## src/rgmii_skew_pkg.sv

```systemverilog
`default_nettype none
package rgmii_skew_pkg;
    localparam int ADDR_W = 10;
    localparam int DATA_W = 32;
    localparam int REG_W = 16;
    localparam int THR_W = 3;
    // Register indices, byte address is four times the index
    localparam logic [7:0] IDX_CTRL = 8'h32;
    localparam logic [7:0] IDX_CTRL2 = 8'h33;
    localparam logic [7:0] IDX_STATUS = 8'h34;
    localparam logic [7:0] IDX_RX_MODE = 8'h60;
    localparam logic [15:0] CTRL_RESET = 16'h00d0;
    localparam logic [15:0] CTRL_WMASK = 16'h00ff;
    localparam logic [15:0] CTRL2_WMASK = 16'h0006;
    localparam logic [15:0] RX_MODE_WMASK = 16'h0010;
    // Field positions
    localparam int RX_CLK_DLY_BIT = 0;
    localparam int TX_CLK_DLY_BIT = 1;
    localparam int TX_ERR_SUP_BIT = 2;
    localparam int TX_THR_LSB = 3;
    localparam int RX_THR_LSB = 5;
    localparam int TX_THR_MSB_BIT = 2;
    localparam int RX_THR_MSB_BIT = 1;
    localparam int RX_MODE_BIT = 4;
    localparam int STAT_RX_LVL_LSB = 8;
    // Receive mode floor when not in recovered-clock mode
    localparam logic [2:0] LOCAL_MODE_MIN_THR = 3'h2;
    // Receive link clock generation
    localparam int CLK_NS = 10;
    localparam int LINK_PERIOD_NS = 160;
    localparam int LINK_PERIOD_CYC = LINK_PERIOD_NS / CLK_NS;
    localparam int LINK_HALF_CYC = LINK_PERIOD_CYC / 2;
    localparam int LINK_SHIFT_CYC = LINK_PERIOD_CYC / 4;
endpackage : rgmii_skew_pkg
`default_nettype wire

```

## src/sync_fifo_if.sv

```systemverilog
`default_nettype none
interface sync_fifo_if #(parameter int WIDTH = 9, parameter int LVL_W = 4);
    logic push;
    logic [WIDTH-1:0] push_data;
    logic full;
    logic pop;
    logic [WIDTH-1:0] pop_data;
    logic pop_valid;
    logic [LVL_W-1:0] level;
    logic [2:0] threshold;
    logic armed;
    modport ctl (output push, push_data, pop, threshold,
                 input full, pop_data, pop_valid, level, armed);
    modport fifo (input push, push_data, pop, threshold,
                  output full, pop_data, pop_valid, level, armed);
endinterface : sync_fifo_if
`default_nettype wire

```

## src/sync_fifo.sv

```systemverilog
`default_nettype none
module sync_fifo #(
    parameter int WIDTH = 9,
    parameter int DEPTH = 8,
    parameter int LVL_W = 4
) (
    input wire logic clk,
    input wire logic rstn,
    sync_fifo_if.fifo f
);
    localparam int PTR_W = $clog2(DEPTH);
    logic [WIDTH-1:0] mem_ff [DEPTH];
    logic [PTR_W-1:0] wr_ptr_ff;
    logic [PTR_W-1:0] rd_ptr_ff;
    logic [LVL_W-1:0] level_ff;
    logic armed_ff;
    logic [WIDTH-1:0] rd_data_ff;
    logic rd_valid_ff;
    logic do_push;
    logic do_pop;
    logic [LVL_W-1:0] nxt_level;
    logic [2:0] eff_thr;

    assign do_push = f.push && (level_ff != LVL_W'(DEPTH));
    assign do_pop = f.pop && armed_ff && (level_ff != '0);
    assign eff_thr = (f.threshold == '0) ? 3'h1 : f.threshold;
    assign nxt_level = level_ff + LVL_W'(do_push) - LVL_W'(do_pop);

    always_ff @(posedge clk) begin
        if (do_push) begin
            mem_ff[wr_ptr_ff] <= f.push_data;
        end
    end

    always_ff @(posedge clk or negedge rstn) begin
        if (!rstn) begin
            wr_ptr_ff <= '0;
            rd_ptr_ff <= '0;
            level_ff <= '0;
        end else begin
            wr_ptr_ff <= wr_ptr_ff + PTR_W'(do_push);
            rd_ptr_ff <= rd_ptr_ff + PTR_W'(do_pop);
            level_ff <= nxt_level;
        end
    end

    // Drain starts at the threshold and runs until empty
    always_ff @(posedge clk or negedge rstn) begin
        if (!rstn) begin
            armed_ff <= 1'b0;
        end else if (nxt_level == '0) begin
            armed_ff <= 1'b0;
        end else if (nxt_level >= LVL_W'(eff_thr)) begin
            armed_ff <= 1'b1;
        end
    end

    always_ff @(posedge clk or negedge rstn) begin
        if (!rstn) begin
            rd_data_ff <= '0;
            rd_valid_ff <= 1'b0;
        end else begin
            rd_valid_ff <= do_pop;
            if (do_pop) begin
                rd_data_ff <= mem_ff[rd_ptr_ff];
            end
        end
    end

    assign f.full = (level_ff == LVL_W'(DEPTH));
    assign f.level = level_ff;
    assign f.armed = armed_ff;
    assign f.pop_data = rd_data_ff;
    assign f.pop_valid = rd_valid_ff;
endmodule : sync_fifo
`default_nettype wire

```

## src/rgmii_fifo_clock_skew_control.sv

```systemverilog
// Contract
// - Three-bit receive threshold, low bits reset two
// - Receive defaults to recovered-clock mode, selectable
// - Lower receive threshold cuts receive latency, down to two outside recovered-clock mode
// - Three-bit transmit threshold, low bits reset two
// - Transmit clock delay bit selects shifted/aligned
// - Receive clock delay bit selects shifted/aligned
//
// The implementer's own choice: register access over Avalon-MM.
`default_nettype none
module rgmii_fifo_clock_skew_control
    import rgmii_skew_pkg::*;
#(
    parameter int FIFO_DEPTH = 8,
    parameter int LVL_W = 4
) (
    input wire logic clk,
    input wire logic rstn,
    input wire logic [ADDR_W-1:0] avs_address,
    input wire logic avs_read,
    input wire logic avs_write,
    input wire logic [DATA_W-1:0] avs_writedata,
    input wire logic [3:0] avs_byteenable,
    output logic [DATA_W-1:0] avs_readdata,
    output logic avs_waitrequest,
    input wire logic tx_link_clk,
    input wire logic [7:0] tx_link_data,
    input wire logic tx_link_err,
    output logic tx_core_valid,
    output logic [7:0] tx_core_data,
    output logic tx_core_err,
    input wire logic rx_core_valid,
    input wire logic [7:0] rx_core_data,
    output logic rx_link_clk,
    output logic [7:0] rx_link_data,
    output logic rx_recovered_mode
);
    localparam int PH_W = $clog2(LINK_PERIOD_CYC);

    logic [REG_W-1:0] ctrl_ff;
    logic [REG_W-1:0] ctrl2_ff;
    logic [REG_W-1:0] rx_mode_ff;
    logic ack_ff;
    logic [DATA_W-1:0] rdata_ff;
    logic [2:0] tx_thr;
    logic [2:0] rx_thr;
    logic [2:0] rx_thr_eff;

    sync_fifo_if #(.WIDTH(9), .LVL_W(LVL_W)) txf ();
    sync_fifo_if #(.WIDTH(8), .LVL_W(LVL_W)) rxf ();

    function automatic logic hit(input logic [ADDR_W-1:0] a, input logic [7:0] idx);
        hit = (a == {idx, 2'b00});
    endfunction : hit

    function automatic logic [REG_W-1:0] merge(input logic [REG_W-1:0] old,
                                               input logic [DATA_W-1:0] wd,
                                               input logic [3:0] be,
                                               input logic [REG_W-1:0] wmask);
        logic [REG_W-1:0] lane;
        lane = {{8{be[1]}}, {8{be[0]}}} & wmask;
        merge = (old & ~lane) | (wd[REG_W-1:0] & lane);
    endfunction : merge

    // Bus slave, one wait cycle per access
    assign avs_waitrequest = (avs_read || avs_write) && !ack_ff;
    assign avs_readdata = rdata_ff;

    always_ff @(posedge clk or negedge rstn) begin
        if (!rstn) begin
            ack_ff <= 1'b0;
        end else begin
            ack_ff <= (avs_read || avs_write) && !ack_ff;
        end
    end

    always_ff @(posedge clk or negedge rstn) begin
        if (!rstn) begin
            ctrl_ff <= CTRL_RESET;
            ctrl2_ff <= '0;
            rx_mode_ff <= '0;
        end else if (avs_write && !ack_ff) begin
            if (hit(avs_address, IDX_CTRL)) begin
                // Bit seven stays writable; software keeps it set
                ctrl_ff <= merge(ctrl_ff, avs_writedata, avs_byteenable, CTRL_WMASK);
            end
            if (hit(avs_address, IDX_CTRL2)) begin
                ctrl2_ff <= merge(ctrl2_ff, avs_writedata, avs_byteenable, CTRL2_WMASK);
            end
            if (hit(avs_address, IDX_RX_MODE)) begin
                rx_mode_ff <= merge(rx_mode_ff, avs_writedata, avs_byteenable,
                                    RX_MODE_WMASK);
            end
        end
    end

    always_ff @(posedge clk or negedge rstn) begin
        if (!rstn) begin
            rdata_ff <= '0;
        end else if (avs_read && !ack_ff) begin
            if (hit(avs_address, IDX_CTRL)) begin
                rdata_ff <= {16'h0000, ctrl_ff};
            end else if (hit(avs_address, IDX_CTRL2)) begin
                rdata_ff <= {16'h0000, ctrl2_ff};
            end else if (hit(avs_address, IDX_RX_MODE)) begin
                rdata_ff <= {16'h0000, rx_mode_ff};
            end else if (hit(avs_address, IDX_STATUS)) begin
                rdata_ff <= DATA_W'({rxf.level, {(STAT_RX_LVL_LSB - LVL_W){1'b0}}, txf.level});
            end else begin
                rdata_ff <= '0;
            end
        end
    end

    // Threshold assembly
    assign tx_thr = {ctrl2_ff[TX_THR_MSB_BIT], ctrl_ff[TX_THR_LSB +: 2]};
    assign rx_thr = {ctrl2_ff[RX_THR_MSB_BIT], ctrl_ff[RX_THR_LSB +: 2]};
    assign rx_recovered_mode = !rx_mode_ff[RX_MODE_BIT];
    // Low thresholds only take effect in recovered-clock mode
    assign rx_thr_eff = (rx_recovered_mode || rx_thr >= LOCAL_MODE_MIN_THR) ?
                        rx_thr : LOCAL_MODE_MIN_THR;

    // Transmit link sampling
    logic [1:0] tx_clk_sync_ff;
    logic tx_clk_prev_ff;
    logic [8:0] tx_data_sync1_ff;
    logic [8:0] tx_data_sync2_ff;
    logic tx_edge;
    logic tx_edge_dly_ff;
    logic [8:0] tx_data_dly_ff;

    always_ff @(posedge clk or negedge rstn) begin
        if (!rstn) begin
            tx_clk_sync_ff <= '0;
            tx_clk_prev_ff <= 1'b0;
            tx_data_sync1_ff <= '0;
            tx_data_sync2_ff <= '0;
            tx_edge_dly_ff <= 1'b0;
            tx_data_dly_ff <= '0;
        end else begin
            tx_clk_sync_ff <= {tx_clk_sync_ff[0], tx_link_clk};
            tx_clk_prev_ff <= tx_clk_sync_ff[1];
            tx_data_sync1_ff <= {tx_link_err, tx_link_data};
            tx_data_sync2_ff <= tx_data_sync1_ff;
            tx_edge_dly_ff <= tx_edge;
            tx_data_dly_ff <= tx_data_sync2_ff;
        end
    end

    assign tx_edge = tx_clk_sync_ff[1] && !tx_clk_prev_ff;

    // Aligned clock and its data are both delayed internally by one cycle before sampling
    assign txf.push = ctrl_ff[TX_CLK_DLY_BIT] ? tx_edge_dly_ff : tx_edge;
    assign txf.push_data = ctrl_ff[TX_CLK_DLY_BIT] ? tx_data_dly_ff : tx_data_sync2_ff;
    assign txf.threshold = tx_thr;
    assign txf.pop = 1'b1;

    sync_fifo #(.WIDTH(9), .DEPTH(FIFO_DEPTH), .LVL_W(LVL_W)) tx_fifo (
        .clk(clk),
        .rstn(rstn),
        .f(txf)
    );

    always_ff @(posedge clk or negedge rstn) begin
        if (!rstn) begin
            tx_core_valid <= 1'b0;
            tx_core_data <= '0;
            tx_core_err <= 1'b0;
        end else begin
            tx_core_valid <= txf.pop_valid;
            if (txf.pop_valid) begin
                tx_core_data <= txf.pop_data[7:0];
                tx_core_err <= txf.pop_data[8] && !ctrl_ff[TX_ERR_SUP_BIT];
            end
        end
    end

    // Receive path toward the link
    logic [PH_W-1:0] phase_ff;
    logic [PH_W-1:0] clk_rise;
    logic nxt_rx_clk;

    assign rxf.push = rx_core_valid;
    assign rxf.push_data = rx_core_data;
    assign rxf.threshold = rx_thr_eff;
    assign rxf.pop = (phase_ff == '0);

    sync_fifo #(.WIDTH(8), .DEPTH(FIFO_DEPTH), .LVL_W(LVL_W)) rx_fifo (
        .clk(clk),
        .rstn(rstn),
        .f(rxf)
    );

    always_ff @(posedge clk or negedge rstn) begin
        if (!rstn) begin
            phase_ff <= '0;
        end else if (phase_ff == PH_W'(LINK_PERIOD_CYC - 1)) begin
            phase_ff <= '0;
        end else begin
            phase_ff <= phase_ff + 1'b1;
        end
    end

    // Shifted clock rises a quarter period after the data change
    assign clk_rise = ctrl_ff[RX_CLK_DLY_BIT] ? PH_W'(1) :
                      PH_W'(1 + LINK_SHIFT_CYC);
    assign nxt_rx_clk = (phase_ff >= clk_rise) &&
                        ({1'b0, phase_ff} < {1'b0, clk_rise} + (PH_W + 1)'(LINK_HALF_CYC));

    always_ff @(posedge clk or negedge rstn) begin
        if (!rstn) begin
            rx_link_clk <= 1'b0;
            rx_link_data <= '0;
        end else begin
            rx_link_clk <= nxt_rx_clk;
            if (rxf.pop_valid) begin
                rx_link_data <= rxf.pop_data;
            end
        end
    end
endmodule : rgmii_fifo_clock_skew_control
`default_nettype wire

```

## config.mk

```make
export PLATFORM = sky130hd
export DESIGN_NAME = rgmii_fifo_clock_skew_control
export DESIGN_NICKNAME = d
export VERILOG_FILES = /design/src/rgmii_skew_pkg.sv /design/src/sync_fifo_if.sv /design/src/sync_fifo.sv /design/src/rgmii_fifo_clock_skew_control.sv
export SDC_FILE = /design/constraint.sdc
export NUM_CORES = 1
export LEC_CHECK = 0
export BUFFER_PORTS_ARGS = -buffer_cell sky130_fd_sc_hd__buf_2
export CORE_MARGIN = 3
export CORE_UTILIZATION = 45
export CTS_CLUSTER_DIAMETER = 120
export DETAILED_ROUTE_END_ITERATION = 8
export SYNTH_ARGS = -nofsm -noshare
export SYNTH_HDL_FRONTEND = slang
export SYNTH_HIERARCHICAL = 1
export SYNTH_SLANG_ARGS = --single-unit
```

## constraint.sdc

```tcl
create_clock -name clk -period 4.03 [get_ports clk]
set_clock_uncertainty 0.2 [all_clocks]
set_input_delay 0.806 -clock clk [delete_from_list [all_inputs] [get_ports clk]]
set_output_delay 0.806 -clock clk [all_outputs]
set_load 0.02 [all_outputs]
```

== Word-level counts from Yosys, hierarchy flattened ==
Memories as Yosys holds them, arrays and structs flattened. A register that Yosys moved wholly into a read port is not among the register bits.
Cells that the tools add are included.
Storage, ports and cells
  bits in registers: 159
  RAM bits: 136
  bits of input ports: 69
  output and inout bits: 53
  word-level logic and storage cells: 113
  memories: 2
Memory list
  tx_fifo.mem_ff: depth 8, width 9, read ports 1, clocked after memory_dff 1, wr ports 1, line sync_fifo.sv:12  | logic [WIDTH-1:0] mem_ff [DEPTH];
  rx_fifo.mem_ff: depth 8, width 8, read ports 1, clocked after memory_dff 1, wr ports 1, line sync_fifo.sv:12
Cells by class
  add/subtract/negate cells: 10
  order comparisons: 5
  eq/ne operators: 7
  mux-type cells: 19
  bitwise operators: 12
  reduce and logical (&&, ||, !) cells: 31
Operators with widths (count)
  $and 16x16->16: 3
  $mux 16: 3
  $or 16x16->16: 3
  $eq 10x8->1 const B: 3
  $and 16x3->16: 1
  $and 16x5->16: 1
  $and 16x8->16: 1
  $not 3->16: 1
  $not 5->16: 1
  $not 8->16: 1
  $add 3x1->3: 4
  $ge 4x3->1: 3
  $logic_not 4->1: 3
  $mux 12: 1
  $mux 3: 4
  $logic_and 1x1->1: 11
  $eq 10x9->1 const B: 1
  $mux 1: 9
  $mux 9: 1
  $add 4x1->4: 2
  $ne 4x4->1 const B: 2
  $reduce_bool 4->1: 2
  $sub 4x1->4: 2
  $logic_not 1->1: 6
  other kinds (10): 15

== Longest topological paths before layout ==
  word-level depth: 9
  gate-level depth with buffers: 14

== Hierarchy ==
The synthesis kept the hierarchy.
Modules (own cells, without submodules)
  sync_fifo (tx_fifo): times used 1, cells an instance 240, area an instance 3806.2 um^2, seq. area each 2687.6 um^2
  sync_fifo (rx_fifo): times used 1, cells an instance 222, area an instance 3473.3 um^2, seq. area each 2422.3 um^2
  rgmii_fifo_clock_skew_control: times used 1, cells an instance 214, area an instance 3080.5 um^2, seq. area each 1955.6 um^2

== Worst setup path after synthesis ==
Ideal clock, no wire load.
  kind: register -> register
  start point: reg phase_ff[0]
  end point: reg rx_fifo.armed_ff (netlist: rx_fifo/f.armed)
  library setup time: 0.126 ns
  data arrival time: 2.687 ns
  data required time: 3.704 ns
  slack: 1.017 ns
  cell stages (with the launch flop): 14
  path buffers: 1
  period minus slack after synthesis: 3.013 ns
  cell sequence: dfrtp_1 inv_1 ha_1 nor3b_1 nand2_1 a21oi_1 buf_4 xnor2_1 ha_1 fa_1 ha_1 a21o_1 a211oi_1 o21bai_1
Between the ends
  cells in the longest elaborated chain, start to end: 6
RTL lines
  from (decl): line rgmii_fifo_clock_skew_control.sv:179  | logic [PH_W-1:0] phase_ff;
  from (signal assigned): line rgmii_fifo_clock_skew_control.sv:200  | phase_ff <= phase_ff + 1'b1;
  $logic_not 4->1 (*): line rgmii_fifo_clock_skew_control.sv:186  | assign rxf.pop = (phase_ff == '0);
  named net rxf.pop: line sync_fifo_if.sv:6  | logic pop;
  $logic_and 1x1->1 (*) (2 in a row): line sync_fifo.sv:25  | assign do_pop = f.pop && armed_ff && (level_ff != '0);
  $sub 4x1->4 (*): line sync_fifo.sv:27  | assign nxt_level = level_ff + LVL_W'(do_push) - LVL_W'(do_pop);
  named net rx_fifo.nxt_level[1]: line sync_fifo.sv:21  | logic [LVL_W-1:0] nxt_level;
  $ge 4x3->1 / $logic_not 4->1 (equally long branches): line sync_fifo.sv:53, sync_fifo.sv:51
  $reduce_bool 2->1 (no line) / $mux 1 (equally long branches)
  to (signal assigned): line sync_fifo.sv:50  | armed_ff <= 1'b0;
  to (signal assigned): line sync_fifo.sv:52  | armed_ff <= 1'b0;
  to (signal assigned): line sync_fifo.sv:54  | armed_ff <= 1'b1;
  to (decl): line sync_fifo.sv:16  | logic armed_ff;
Mark *: on every way through the listed nets, which the timed path passes. The rest lies on a longest branch.
A chain may end at the register's enable or synchronous reset.

==> results_dict.tcl <==
set metrics [dict create \
    dr.first_iter.drc_count 241 \
    max-slew-margin-rel_pct 27.32 \
    cap_violations 0 \
    cts_tree "yes" \
    synth_edf_count 136 \
    cts.clk_slew.worst_paths_ps 60 \
    syn_to_final_growth_pct 12.84 \
    cts_hold_buf 0 \
    h-tree-depth 1 \
    cp-start-kind "register" \
    ys.flop_type "edfxtp_1" \
    critPathArrivalTime_ps 3410 \
    fp.coreArea_um2 22230 \
    synthCells 676 \
    place_ws_ps 790.6 \
    period_share_pct 79.84 \
    drc_errors 0 \
    initial_core_util_pct 46.61 \
    final_cell_mix "136 x edfxtp_1, 115 x dfrtp_1, 73 x buf_2, 68 x mux2i_1" \
    fmax_ghz 0.3108 \
    synth_seq_cells 255 \
    numCtsBuffers 27 \
    synth_area_um2 10360 \
    drtPass1Iterations 4 \
    io_buffers 74 \
    p_leak_nw 4.835 \
    die_y_um 157.7 \
    avgSynthCellArea_um2 15.33 \
    slew_viol_final 0 \
    antenna_found_initial 1 \
    mostFrequentLayoutCell "edfxtp_1" \
    num_rows 54 \
    wl_mm 18.25 \
    numClockSinks 255 \
    grt_first_pass_wirelength_mm 29.04 \
    pin_count 122 \
    grt_max_degree 120 \
    fin_nets 856 \
    yosysWarnings 6 \
    hold_viol 0 \
    power_density_nw_per_um2 664.7 \
    worstPathRequired_ps 4220 \
    outcome "finished clean" \
    critPathCaptureType "register" \
    grtUsageTotal_pct 14.59 \
    dp_hpwl_mm 12.15 \
    avgRoutedWirePerCell_um 17.25 \
    setup_viol 0 \
    synthDistinctLibCells 58 \
    crit_fanout 11 \
    synth_seq_area_share_pct 68.20 \
    vias 5429 \
    grt_pass1_vias 5604 \
    insertion_delay_ps 510 \
    via_per_inst 5.131 \
    antenna_cells 0 \
    drive_above_1_share_pct 22.24 \
    root_buffer "clkbuf_16" \
    clockBufferDepth 3 \
    worst_pin_slew_ps 1090 \
    final.min_clock_period_ps 3217 \
    gr-total-overflow 0 \
    synth_async_sr_flop_share_pct 46.67 \
    rsz0062_at_grt "false" \
    die_w_um 157.7 \
    ir_worst_vdd_mv 0.3709 \
    cts_resized 0 \
    cts_setup_buffers 0 \
    setup_slack_ps 812.5 \
    min_path_type "primary input to async pin" \
    fin_setup_tns_ps 0 \
    path_class "register to register" \
    dieArea_um2 24880 \
    routabilityCongestion 0.7918 \
    ant_nets 0 \
]
[cell type report]
| type | count | area [um2] |
|---|---|---|
| Clock buffer | 28 | 679.4 |
| Fill cell | 1838 | 10540 |
| Sequential cell | 255 | 7067 |
| Multi-Input combinational cell | 357 | 2878 |
| Tap cell | 280 | 350.3 |
| Clock inverter | 20 | 142.6 |
| Timing Repair Buffer | 80 | 430.4 |
| Inverter | 38 | 142.6 |
[cell usage after synthesis, types with 3 or more instances]
| library cell | n | area share, % |
|---|---|---|
| mux2_2 | 37 | 4.0 |
| a221oi_1 | 4 | 0.34 |
| clkbuf_1 | 8 | 0.29 |
| a21oi_1 | 5 | 0.24 |
| buf_6 | 4 | 0.43 |
| nand3_1 | 20 | 0.97 |
| a22o_1 | 9 | 0.76 |
| mux2i_1 | 68 | 6.6 |
| a22oi_1 | 34 | 2.5 |
| and2_1 | 4 | 0.24 |
| nor3_1 | 6 | 0.29 |
| nand2_1 | 12 | 0.43 |
| nor2_1 | 18 | 0.65 |
| edfxtp_1 | 136 | 39 |
| nor3b_1 | 3 | 0.22 |
| o21ai_0 | 9 | 0.43 |
| buf_2 | 3 | 0.14 |
| nor2b_1 | 6 | 0.36 |
| a21o_1 | 6 | 0.43 |
| inv_1 | 37 | 1.3 |
| dfstp_2 | 3 | 0.76 |
| o21bai_1 | 4 | 0.29 |
| ha_1 | 26 | 3.1 |
| buf_4 | 21 | 1.5 |
| xor2_1 | 11 | 0.93 |
| dfrtp_1 | 116 | 28 |
| o21ai_1 | 10 | 0.48 |
| buf_12 | 4 | 0.77 |
| nand2b_1 | 14 | 0.85 |
[logic make-up after synthesis]
family          after synthesis  synth area share (%)
compound gates               89                 6.063
xor+xnor                     13                 1.099
fa+ha+maj                    28                 3.527
buf+inv                      83                 4.807
flops                       255                 68.20
mux                         105                 10.59
other cells                   2               0.07249
simple gates                101                 5.640
[sequential cells by signal (all words and copies together), names as in the netlist, 8 cells and up, named ones only]
register / cells
tx_fifo/mem_ff: 72
rx_fifo/mem_ff: 64
avs_readdata: 12
tx_data_dly_ff: 9
tx_data_sync1_ff: 9
tx_data_sync2_ff: 9
tx_fifo/f.pop_data: 9
rx_fifo/f.pop_data: 8
rx_link_data: 8
tx_core_data: 8
[metrics by stage]
step	total power, W	instance area (um2)	hold slack, ps	std cells	util [%]
after CTS	0.007876	11690	141.5	1058	52.59
final	0.007770	11690	136.8	1058	52.59
after detailed placement	0.005564	10870	134.7	1010	48.89
after global placement	0.005459	10870	136.0	1010	48.89
after global routing	0.008225	11690	146.1	1058	52.59
after floorplan	0.005082	10430	131.2	695	-
[layer usage]
| layer | global-route usage [%] | share of wire, % |
|---|---|---|
| met3 | 3.171 | 6.3 |
| met2 | 23.69 | 47 |
| met4 | 3.306 | 1.3 |
| met5 | 0 | 0.044 |
| met1 | 20.38 | 45 |
[path summary, 6_finish.rpt]
| kind | slack [ps] | end | from | cells after the start |
|---|---|---|---|---|
| max reg2reg | 810 | tx_fifo/f.armed | register | 10 |
| min in group clk | 140 | tx_data_sync2_ff[8] | tx_data_sync1_ff[8] | 0 |
| max in group asynchronous | 2940 | tx_data_sync2_ff[1] | rstn | 2 |
| min | 140 | tx_core_valid | rstn | 2 |
| max | 810 | tx_fifo/f.armed | register | 10 |
| min reg2reg | 140 | tx_data_sync2_ff[8] | tx_data_sync1_ff[8] | 0 |
[worst max-delay path, stage by stage (launching register included)]
cell	delay [ps]
dfrtp_1	660
inv_1	140
mux2_2	300
nand2b_1	150
xnor2_1	150
ha_1	210
fa_1	480
ha_1	330
a21o_1	160
a211oi_1	230
o21bai_1	100
[power breakdown]
part	total (W)	internal, W	switching, W
logic	0.00190	0.000829	0.00108
registers	0.00359	0.00323	0.000356
clock network	0.00228	0.00134	0.000937
No activity file was read; power rests on OpenSTA's default activity.
